===== src/common/lmcir_regs.svh =====
/*
 * register offsets, field positions, reset values and fixed bus codes of the
 * configuration and interrupt-control register group.
 * assumes it is included by bare name from the design and the bench.
 */
`ifndef LMCIR_REGS_SVH
`define LMCIR_REGS_SVH

// ****************************************************************************
// register offsets (bus register pointer)
// ****************************************************************************
`define LMCIR_OFS_CFG      8'h06
`define LMCIR_OFS_MASK     8'h07
`define LMCIR_OFS_FRM      8'h08
`define LMCIR_OFS_STAT     8'h0E

// ****************************************************************************
// reset values
// ****************************************************************************
`define LMCIR_RST_CFG      8'h00
`define LMCIR_RST_MASK     8'h20
`define LMCIR_RST_FRM      6'h3F
`define LMCIR_RST_STAT     8'h20
`define LMCIR_STAT_CLR     8'h00

// ****************************************************************************
// configuration fields
// ****************************************************************************
`define LMCIR_CFG_VAUTO    7
`define LMCIR_CFG_VDIRECT  6
`define LMCIR_CFG_OPENDIS  5
`define LMCIR_CFG_TRIM     4
`define LMCIR_CFG_BCAST    3
`define LMCIR_CFG_LAYOUT   2:0
`define LMCIR_CFG_LOCKED   8'h17
`define LMCIR_LAYOUT_BAD   3'h0
`define LMCIR_LAYOUT_MAX   3'h6

// ****************************************************************************
// status and mask bit positions
// ****************************************************************************
`define LMCIR_EV_FRAME     7
`define LMCIR_EV_WDOG      6
`define LMCIR_EV_POR       5
`define LMCIR_EV_TEMP      4
`define LMCIR_EV_LOWV      3
`define LMCIR_EV_OPEN      2
`define LMCIR_EV_SHORT     1
`define LMCIR_EV_MOVIE     0

// ****************************************************************************
// bus addressing
// ****************************************************************************
`define LMCIR_BCAST_ADDR   7'h3F
`define LMCIR_BIT_LAST     4'h8

`endif


===== src/common/lmcir_pkg.sv =====
/*
 * types of the configuration and interrupt-control register group.
 * assumes the constants header is included by the design file.
 */
package lmcir_pkg;

    typedef enum logic [2:0] {
        LMCIR_IDLE = 3'b000,
        LMCIR_ADDR = 3'b001,
        LMCIR_PTR  = 3'b010,
        LMCIR_WR   = 3'b011,
        LMCIR_RD   = 3'b100,
        LMCIR_ACKS = 3'b101,
        LMCIR_ACKM = 3'b110
    } lmcir_state_t;

    // events from the display engine, the test logic and the bus monitor
    typedef struct packed {
        logic       frame_done;
        logic       final_loop;
        logic [5:0] frame_num;
        logic       movie_end;
        logic       pic_end;
        logic       wdog;
        logic       overtemp;
        logic       low_vdd_det;
        logic       open_err;
        logic       short_err;
        logic       movie_fin;
        logic       data_wr;
    } lmcir_evt_t;

    // settings handed to the rest of the device
    typedef struct packed {
        logic       open_led_disable;
        logic       trim_enable;
        logic [2:0] layout;
        logic       layout_valid;
        logic       locked;
        logic       low_vdd_flag;
    } lmcir_cfg_t;

    typedef struct packed {
        lmcir_state_t st;
        lmcir_state_t ret;
        logic         scl_q;
        logic         sda_q;
        logic [7:0]   sh;
        logic [3:0]   cnt;
        logic         nack;
        logic [7:0]   ptr;
        logic         sda_oe_n;
        logic [7:0]   cfg;
        logic [7:0]   mask;
        logic [5:0]   frm;
        logic [7:0]   stat;
        logic         low_vdd;
        logic         locked;
        logic         irq_low;
    } lmcir_core_t;

endpackage


===== src/rtl/lmcir_top.sv =====
/*
 * configuration, interrupt mask and trigger-frame registers of an led
 * dot-matrix driver, with the two-wire bus slave that reaches them, the
 * interrupt status flags and the open-drain interrupt pin.
 * assumes scl/sda arrive already synchronous to ref_clk and the event
 * inputs are one-cycle pulses except low_vdd_det, which is a level.
 * scl high and low phases must each last two ref_clk cycles or more,
 * since start, stop and bit edges come from comparing two samples.
 * a status read clears every flag, power-on included, so the pin lets
 * go even with the reset mask; the power-on flag shows once per reset.
 * the lock covers trim and layout only and needs data_wr pulsed on the
 * first write to any display data section.
 * the frame event is only as good as final_loop: a looping movie must
 * raise it on its last pass alone.
 */
// Summary of operation
// - with autoclear set, movie or picture end clears the supply-low flag
// - routing bit zero: supply-low sets status and fires the interrupt normally
// - routing bit one: pin follows supply-low flag; status still updates
// - open-led disable bit makes open leds found by testing disabled
// - broadcast bit makes the device also answer bus address 0111111
// - layout code 000 is invalid and the reset value; 001-110 pick layouts
// - layout and trim settings lock after first data write until reset
// - mask bit 7 gates the selected-frame event onto the pin
// - mask bit 6 gates the bus watchdog event onto the pin
// - mask bit 5 gates power-on reset event; mask resets to 0x20
// - mask bit 4 gates the over-temperature event onto the pin
// - mask bit 3 gates the supply-low event onto the pin
// - mask bit 2 gates the open-test error onto the pin
// - mask bit 1 gates the short-test error onto the pin
// - mask bit 0 gates the movie-finished event onto the pin
// - trigger frame field fires after its last showing; resets 111111
// - configuration register resets to 0x00
// - reading status clears it to 0x00 and, with routing bit zero, releases the pin
`timescale 1ns/1ps
`default_nettype none
`include "lmcir_regs.svh"

module lmcir_top #(
    parameter logic [3:0] BUS_ADDR_HI = 4'h6
) (
    // clock and reset
    input  wire logic               ref_clk,
    input  wire logic               resetn,
    // two-wire bus pins
    input  wire logic               scl_in,
    input  wire logic               sda_in,
    output logic                    sda_out,
    output logic                    sda_oe_n,
    input  wire logic [2:0]         addr_sel,
    // interrupt pin, open drain
    output logic                    irq_out,
    output logic                    irq_oe_n,
    // device side
    input  wire lmcir_pkg::lmcir_evt_t evt,
    output lmcir_pkg::lmcir_cfg_t   cfg_out
);
    import lmcir_pkg::*;

    // ************************************************************************
    // reset image of the whole state
    // ************************************************************************
    localparam lmcir_core_t RST_S = '{
        st:       LMCIR_IDLE,
        ret:      LMCIR_IDLE,
        scl_q:    1'b1,
        sda_q:    1'b1,
        sh:       8'h00,
        cnt:      4'h0,
        nack:     1'b0,
        ptr:      8'h00,
        sda_oe_n: 1'b1,
        cfg:      `LMCIR_RST_CFG,
        mask:     `LMCIR_RST_MASK,
        frm:      `LMCIR_RST_FRM,
        stat:     `LMCIR_RST_STAT,
        low_vdd:  1'b0,
        locked:   1'b0,
        irq_low:  1'b1
    };

    // ************************************************************************
    // helpers
    // ************************************************************************
    function automatic logic [7:0] reg_read(
        input logic [7:0]  p,
        input lmcir_core_t c
    );
        logic [7:0] v;
        v = 8'h00;
        if (p == `LMCIR_OFS_CFG) begin
            v = c.cfg;
        end else if (p == `LMCIR_OFS_MASK) begin
            v = c.mask;
        end else if (p == `LMCIR_OFS_FRM) begin
            v = {2'b00, c.frm};
        end else if (p == `LMCIR_OFS_STAT) begin
            v = c.stat;
        end
        return v;
    endfunction

    // locked fields keep their old value; unmapped pointers read as zero
    function automatic logic [7:0] cfg_merge(
        input logic [7:0] old,
        input logic [7:0] wr,
        input logic       lock
    );
        logic [7:0] v;
        v = wr;
        if (lock) begin
            v = (wr & ~`LMCIR_CFG_LOCKED) | (old & `LMCIR_CFG_LOCKED);
        end
        return v;
    endfunction

    function automatic logic addr_hit(
        input logic [6:0] a,
        input logic [2:0] sel,
        input logic       bcast
    );
        logic hit;
        hit = (a == {BUS_ADDR_HI, sel});
        if (bcast && a == `LMCIR_BCAST_ADDR) begin
            hit = 1'b1;
        end
        return hit;
    endfunction

    // read clear first, then this cycle's events, so a set is never lost
    function automatic logic [7:0] stat_next(
        input logic [7:0] old,
        input logic [7:0] evs,
        input logic       clr
    );
        logic [7:0] v;
        v = old;
        if (clr) begin
            v = `LMCIR_STAT_CLR;
        end
        return v | evs;
    endfunction

    // direct mode hands the supply flag to the pin and drops all gating
    function automatic logic irq_level(
        input logic [7:0] st,
        input logic [7:0] mk,
        input logic       direct,
        input logic       lowv
    );
        logic v;
        v = |(st & mk);
        if (direct) begin
            v = lowv;
        end
        return v;
    endfunction

    // ************************************************************************
    // state
    // ************************************************************************
    lmcir_core_t s;
    lmcir_core_t next_s;
    logic        rise;
    logic        fall;
    logic        start;
    logic        stop;
    logic        do_load;
    logic [7:0]  rd_byte;
    logic [7:0]  ev_set;
    logic        frame_hit;

    assign rise  = scl_in & ~s.scl_q;
    assign fall  = ~scl_in & s.scl_q;
    assign start = s.scl_q & scl_in & s.sda_q & ~sda_in;
    assign stop  = s.scl_q & scl_in & ~s.sda_q & sda_in;
    assign rd_byte = reg_read(s.ptr, s);

    // the frame event waits for the final loop so a looping movie
    // interrupts once, not on every pass
    assign frame_hit = evt.frame_done & evt.final_loop
                     & (evt.frame_num == s.frm);

    always_comb begin
        ev_set = 8'h00;
        ev_set[`LMCIR_EV_FRAME] = frame_hit;
        ev_set[`LMCIR_EV_WDOG]  = evt.wdog;
        ev_set[`LMCIR_EV_TEMP]  = evt.overtemp;
        ev_set[`LMCIR_EV_LOWV]  = evt.low_vdd_det;
        ev_set[`LMCIR_EV_OPEN]  = evt.open_err;
        ev_set[`LMCIR_EV_SHORT] = evt.short_err;
        ev_set[`LMCIR_EV_MOVIE] = evt.movie_fin;
    end

    // ************************************************************************
    // next state
    // ************************************************************************
    always_comb begin
        next_s = s;
        do_load = 1'b0;
        next_s.scl_q = scl_in;
        next_s.sda_q = sda_in;

        // bus slave
        if (start) begin
            next_s.st = LMCIR_ADDR;
            next_s.cnt = 4'h0;
            next_s.sda_oe_n = 1'b1;
        end else if (stop) begin
            next_s.st = LMCIR_IDLE;
            next_s.sda_oe_n = 1'b1;
        end else if (rise) begin
            if (s.st == LMCIR_ACKM) begin
                next_s.nack = sda_in;
            end else if (s.st != LMCIR_IDLE && s.st != LMCIR_ACKS) begin
                // in a read this also moves the next outgoing bit to the top
                next_s.sh = {s.sh[6:0], sda_in};
                next_s.cnt = s.cnt + 4'h1;
            end
        end else if (fall) begin
            case (s.st)
                LMCIR_ADDR: begin
                    if (s.cnt == `LMCIR_BIT_LAST) begin
                        if (addr_hit(s.sh[7:1], addr_sel, s.cfg[`LMCIR_CFG_BCAST])) begin
                            next_s.st = LMCIR_ACKS;
                            next_s.ret = s.sh[0] ? LMCIR_RD : LMCIR_PTR;
                            next_s.sda_oe_n = 1'b0;
                        end else begin
                            next_s.st = LMCIR_IDLE;
                        end
                    end
                end
                LMCIR_PTR: begin
                    if (s.cnt == `LMCIR_BIT_LAST) begin
                        next_s.ptr = s.sh;
                        next_s.st = LMCIR_ACKS;
                        next_s.ret = LMCIR_WR;
                        next_s.sda_oe_n = 1'b0;
                    end
                end
                LMCIR_WR: begin
                    if (s.cnt == `LMCIR_BIT_LAST) begin
                        if (s.ptr == `LMCIR_OFS_CFG) begin
                            next_s.cfg = cfg_merge(s.cfg, s.sh, s.locked);
                        end else if (s.ptr == `LMCIR_OFS_MASK) begin
                            next_s.mask = s.sh;
                        end else if (s.ptr == `LMCIR_OFS_FRM) begin
                            next_s.frm = s.sh[5:0];
                        end
                        next_s.ptr = s.ptr + 8'h01;
                        next_s.st = LMCIR_ACKS;
                        next_s.ret = LMCIR_WR;
                        next_s.sda_oe_n = 1'b0;
                    end
                end
                LMCIR_RD: begin
                    if (s.cnt == `LMCIR_BIT_LAST) begin
                        next_s.sda_oe_n = 1'b1;
                        next_s.st = LMCIR_ACKM;
                    end else begin
                        next_s.sda_oe_n = s.sh[7];
                    end
                end
                LMCIR_ACKS: begin
                    next_s.sda_oe_n = 1'b1;
                    next_s.cnt = 4'h0;
                    next_s.st = s.ret;
                    do_load = (s.ret == LMCIR_RD);
                end
                LMCIR_ACKM: begin
                    next_s.cnt = 4'h0;
                    if (s.nack) begin
                        next_s.st = LMCIR_IDLE;
                    end else begin
                        next_s.st = LMCIR_RD;
                        do_load = 1'b1;
                    end
                end
                default: begin
                    next_s.st = LMCIR_IDLE;
                end
            endcase
        end

        // first read bit goes out on the same falling edge as the load
        if (do_load) begin
            next_s.sh = rd_byte;
            next_s.sda_oe_n = rd_byte[7];
            next_s.ptr = s.ptr + 8'h01;
        end

        // status: the read clears, then new events set, so set wins
        next_s.stat = stat_next(s.stat, ev_set, do_load && (s.ptr == `LMCIR_OFS_STAT));

        // supply-low flag
        if (s.cfg[`LMCIR_CFG_VAUTO] && (evt.movie_end || evt.pic_end)) begin
            next_s.low_vdd = 1'b0;
        end
        if (evt.low_vdd_det) begin
            next_s.low_vdd = 1'b1;
        end

        // lock holds until reset; nothing else clears it
        if (evt.data_wr) begin
            next_s.locked = 1'b1;
        end

        // interrupt pin, low active
        next_s.irq_low = irq_level(next_s.stat, next_s.mask,
                                   next_s.cfg[`LMCIR_CFG_VDIRECT], next_s.low_vdd);
    end

    // ************************************************************************
    // registers
    // ************************************************************************
    always_ff @(posedge ref_clk or negedge resetn) begin
        if (!resetn) begin
            s <= RST_S;
        end else begin
            s <= next_s;
        end
    end

    // ************************************************************************
    // outputs
    // ************************************************************************
    assign sda_out  = 1'b0;
    assign sda_oe_n = s.sda_oe_n;
    assign irq_out  = 1'b0;
    assign irq_oe_n = ~s.irq_low;

    always_comb begin
        cfg_out.open_led_disable = s.cfg[`LMCIR_CFG_OPENDIS];
        cfg_out.trim_enable      = s.cfg[`LMCIR_CFG_TRIM];
        cfg_out.layout           = s.cfg[`LMCIR_CFG_LAYOUT];
        cfg_out.layout_valid     = (s.cfg[`LMCIR_CFG_LAYOUT] != `LMCIR_LAYOUT_BAD)
                                 && (s.cfg[`LMCIR_CFG_LAYOUT] <= `LMCIR_LAYOUT_MAX);
        cfg_out.locked           = s.locked;
        cfg_out.low_vdd_flag     = s.low_vdd;
    end

endmodule
`default_nettype wire


===== config.mk =====
export PLATFORM = sky130hd
export DESIGN_NAME = lmcir_top
export DESIGN_NICKNAME = d
export VERILOG_FILES = /design/src/common/lmcir_pkg.sv /design/src/rtl/lmcir_top.sv
export VERILOG_INCLUDE_DIRS = /design/src /design/src/common
export SDC_FILE = /design/constraint.sdc
export NUM_CORES = 1
export LEC_CHECK = 0
export ABC_AREA = 1
export BUFFER_PORTS_ARGS = -buffer_cell sky130_fd_sc_hd__buf_2
export CAP_MARGIN = 20
export CORE_MARGIN = 5
export CORE_UTILIZATION = 60
export CTS_BUF_LIST = sky130_fd_sc_hd__clkbuf_4 sky130_fd_sc_hd__clkbuf_8 sky130_fd_sc_hd__clkbuf_16
export CTS_CLUSTER_SIZE = 12
export DETAILED_ROUTE_END_ITERATION = 16
export PLACE_DENSITY = 0.93
export SYNTH_ARGS = -nofsm -noshare
export SYNTH_HDL_FRONTEND = slang
export SYNTH_SLANG_ARGS = --single-unit

===== constraint.sdc =====
create_clock -name ref_clk -period 2.56 [get_ports ref_clk]
set_clock_uncertainty 0.2 [all_clocks]
set_input_delay 0.128 -clock ref_clk [delete_from_list [all_inputs] [get_ports ref_clk]]
set_output_delay 0.128 -clock ref_clk [all_outputs]
set_load 0.01 [all_outputs]

==> results.py <==
metrics = {
    "sta": {
        "finalCriticalPeriod_ns": 2.36,
        "relSlewSlack_pct": 63.0,
        "holdWs_ns": 0.0206,
        "fin_crit_sh_pct": 92.3,
        "max_freq_ghz": 0.423,
        "tns_ns": 0,
        "hold_viol": 0,
        "setup_viol": 0,
        "rsz0062_at_grt": "false",
        "setup_slack_ns": 0.198,
        "worst_slew_pin_slew_ns": 0.555,
        "slew_viol_final": 0,
    },
    "worst_setup_path": {
        "crit_slowest_cell": "dfstp_2",
        "r2r_slack_ns": 0.20,
        "slowest_delay_ns": 0.55,
        "cp.arrival_ns": 2.39,
        "cp.buffers_inverters": 1,
        "crit_chain": "inv_1, ha_1, nor2_2, nand2_1, nor2_4, nand3_1, nand2_1, o22ai_1, a31oi_1, o21ai_0",
        "start_kind": "flop",
        "critical_path.top_delay_family": "simple AND/OR/NAND/NOR gates",
        "critical_path_depth": 10,
        "r2r-start": "s[56]$_DFF_PN1_",
        "cp_max_fo": 6,
        "r2r-end": "s[35]$_DFFE_PN0P_",
        "crit_end": "s[35]$_DFFE_PN0P_",
        "cp.required_ns": 2.59,
        "cp-startpoint": "s[56]$_DFF_PN1_",
        "worstSetupPathType": "reg2reg",
        "worstRegToRegCells": 10,
        "cpMostUsedCell": "nand2_1",
        "cp-end-kind": "flop",
    },
    "route": {
        "vias": 3559,
        "dr.pass1.iters": 5,
        "wl_um": 9600,
        "drt_iter0_drc": 480,
        "ant_nets": 0,
        "post_drt_wl_per_cell_um": 15.3,
        "vias_per_cell": 5.68,
        "drc": 0,
    },
    "synthesis": {
        "synthAdderAreaFrac_pct": 2.63,
        "syn_area_per_cell_um2": 7.73,
        "synth_simple_gate_area_share_pct": 31.0,
        "synth_cells": 493,
        "synth.cell_area_um2": 3810,
        "ys_warn_count": 0,
        "muxShareOfSynthArea_pct": 0,
        "ys_types": 40,
        "synth_xor_area_share_pct": 2.07,
        "yosysSeqAreaShare_pct": 41.8,
        "ys_seq_elements": 63,
        "synth_compound_area_share_pct": 13.1,
        "synth_top_family_by_area": "simple AND/OR/NAND/NOR gates",
    },
    "worst_hold_path": {
        "hp-class": "in2reg",
        "whs_path_depth": 6,
    },
    "finish": {
        "fin_area_um2": 4360,
        "final_cell_mix": "nand2_1, inv_1, dfrtp_1, o21ai_0, nand3_1",
        "finish.utilization_pct": 69.5,
        "drive_gt1_share_pct": 19.5,
        "final_common_cell": "nand2_1",
        "fin_cells": 627,
        "syn2layout_area_growth_pct": 14.5,
        "num-nets-final": 577,
        "diodes": 0,
    },
    "placement": {
        "post-place-ws_ns": 0.215,
        "place_congestion": 0.974,
        "dp_hpwl_um": 7070,
        "dpl_cell_area_um2": 4020,
        "port_buffers": 33,
        "numPlacedInstances": 597,
    },
    "pwr": {
        "power_mw": 2.75,
        "power_density_nw_per_um2": 629,
        "p_leak_nw": 2.21,
        "peakVddDrop_v": 0.000376,
    },
    "floorplan": {
        "dieArea_um2": 8050,
        "pin_count": 36,
        "core_area_um2": 6280,
        "die_x_um": 89.7,
        "start_util_pct": 60.7,
        "num_rows": 29,
        "fp.dieH_um": 89.7,
    },
    "status": {
        "status": "finished clean",
    },
    "global_routing": {
        "track_usage_pct": 24.3,
        "grt_max_degree": 25,
        "grt_pass1_wl_um": 16100,
        "overflow": 0,
        "antenna_found_initial": 0,
        "grt_pass1_vias": 3376,
    },
    "clock_tree": {
        "root_buffer": "clkbuf_8",
        "htree_levels": 3,
        "clk_path_buf_depth": 2,
        "cts_sinks": 63,
        "post_cts_buffers": 0,
        "numCtsBuffers": 9,
        "clk_pin_slew_ns": 0.08,
        "cts_tree": "done",
        "insertion_delay_ns": 0.35,
    },
    "flow_run": {
        "drv_cap": 0,
    },
}
## tightest hold or removal path, cell delays in order
cell	delay, ns
buf_2	0.09
nand2_1	0.05
nand4_1	0.07
nor2_1	0.04
nand2_1	0.08
nand2_1	0.08
## synthesized netlist by cell type, drive strengths merged
cell type / instances / share of area, %
a21boi: 1 / 0.20
a21oi: 9 / 1.3
a22o: 2 / 0.46
a22oi: 8 / 1.6
a31oi: 1 / 0.16
buf: 10 / 2.1
clkbuf: 1 / 0.098
conb: 1 / 0.098
dfrtp: 51 / 33
dfstp: 12 / 8.3
ha: 8 / 2.6
inv: 73 / 7.2
nand2: 146 / 16
nand3: 40 / 6.2
nand3b: 1 / 0.20
nand4: 7 / 1.1
nor2: 36 / 5.4
nor3: 10 / 1.9
o211ai: 8 / 1.6
o21ai: 49 / 6.6
o221ai: 3 / 0.69
o22ai: 2 / 0.33
o31ai: 1 / 0.20
or2: 4 / 0.66
xnor2: 2 / 0.46
xor2: 7 / 1.6
## power breakdown
| part | leakage, nW | internal [mW] | total [mW] | switching, mW |
|---|---|---|---|---|
| clock | 0.0956 | 0.450 | 0.860 | 0.410 |
| combinational | 1.40 | 0.214 | 0.605 | 0.391 |
| sequential | 0.709 | 1.11 | 1.28 | 0.167 |
## final cells by class
type | count | area [um2]
fillers | 461 | 1910
multi-input cells | 347 | 1870
flip-flops and latches | 63 | 1590
repair buffers | 51 | 335
inverters | 73 | 274
clock buffers | 9 | 124
well taps | 77 | 96.3
clock inverters | 7 | 72.6
## repair_timing
action                                 in CTS  in global routing
setup endpoints to repair                   0                  4
endpoints found under the hold margin      35                  0
gates resized for setup                     0                  1
hold buffers                               14                  0
## how the worst min path moves through the flow
stage | from | end | slack [ns]
3_5_place_dp | resetn | s[45]$_DFFE_PN0P_ | -0.06
3_3_place_gp | resetn | s[42]$_DFFE_PN0P_ | -0.06
5_1_grt | evt[11] | s[10]$_DFF_PN0_ | 0.04
6_report | evt[11] | s[10]$_DFF_PN0_ | 0.02
2_1_floorplan | resetn | async pin | -0.37
4_1_cts | evt[11] | s[10]$_DFF_PN0_ | 0.0004
## logic make-up after synthesis
group	Yosys count
flip-flops	63
XOR/XNOR	9
AND/OR/NAND/NOR	244
adder cells (fa/ha/maj)	8
AO/OA/AOI/OAI	84
buffers and inverters	84
other	1
## metal layers
layer / track usage, % / part of all wire [%]
met1: 32.7 / 41
met2: 38.0 / 47
met3: 5.59 / 8.5
met4: 9.45 / 3.2
met5: 0 / 0
## sequential cells by signal, summed over array words and instances (netlist names), named ones only
| register | count |
|---|---|
| cfg_out | 3 |
| s | 55 |
| sda_oe_n | 1 |
Note: power is estimated with default switching activity, not from simulation.
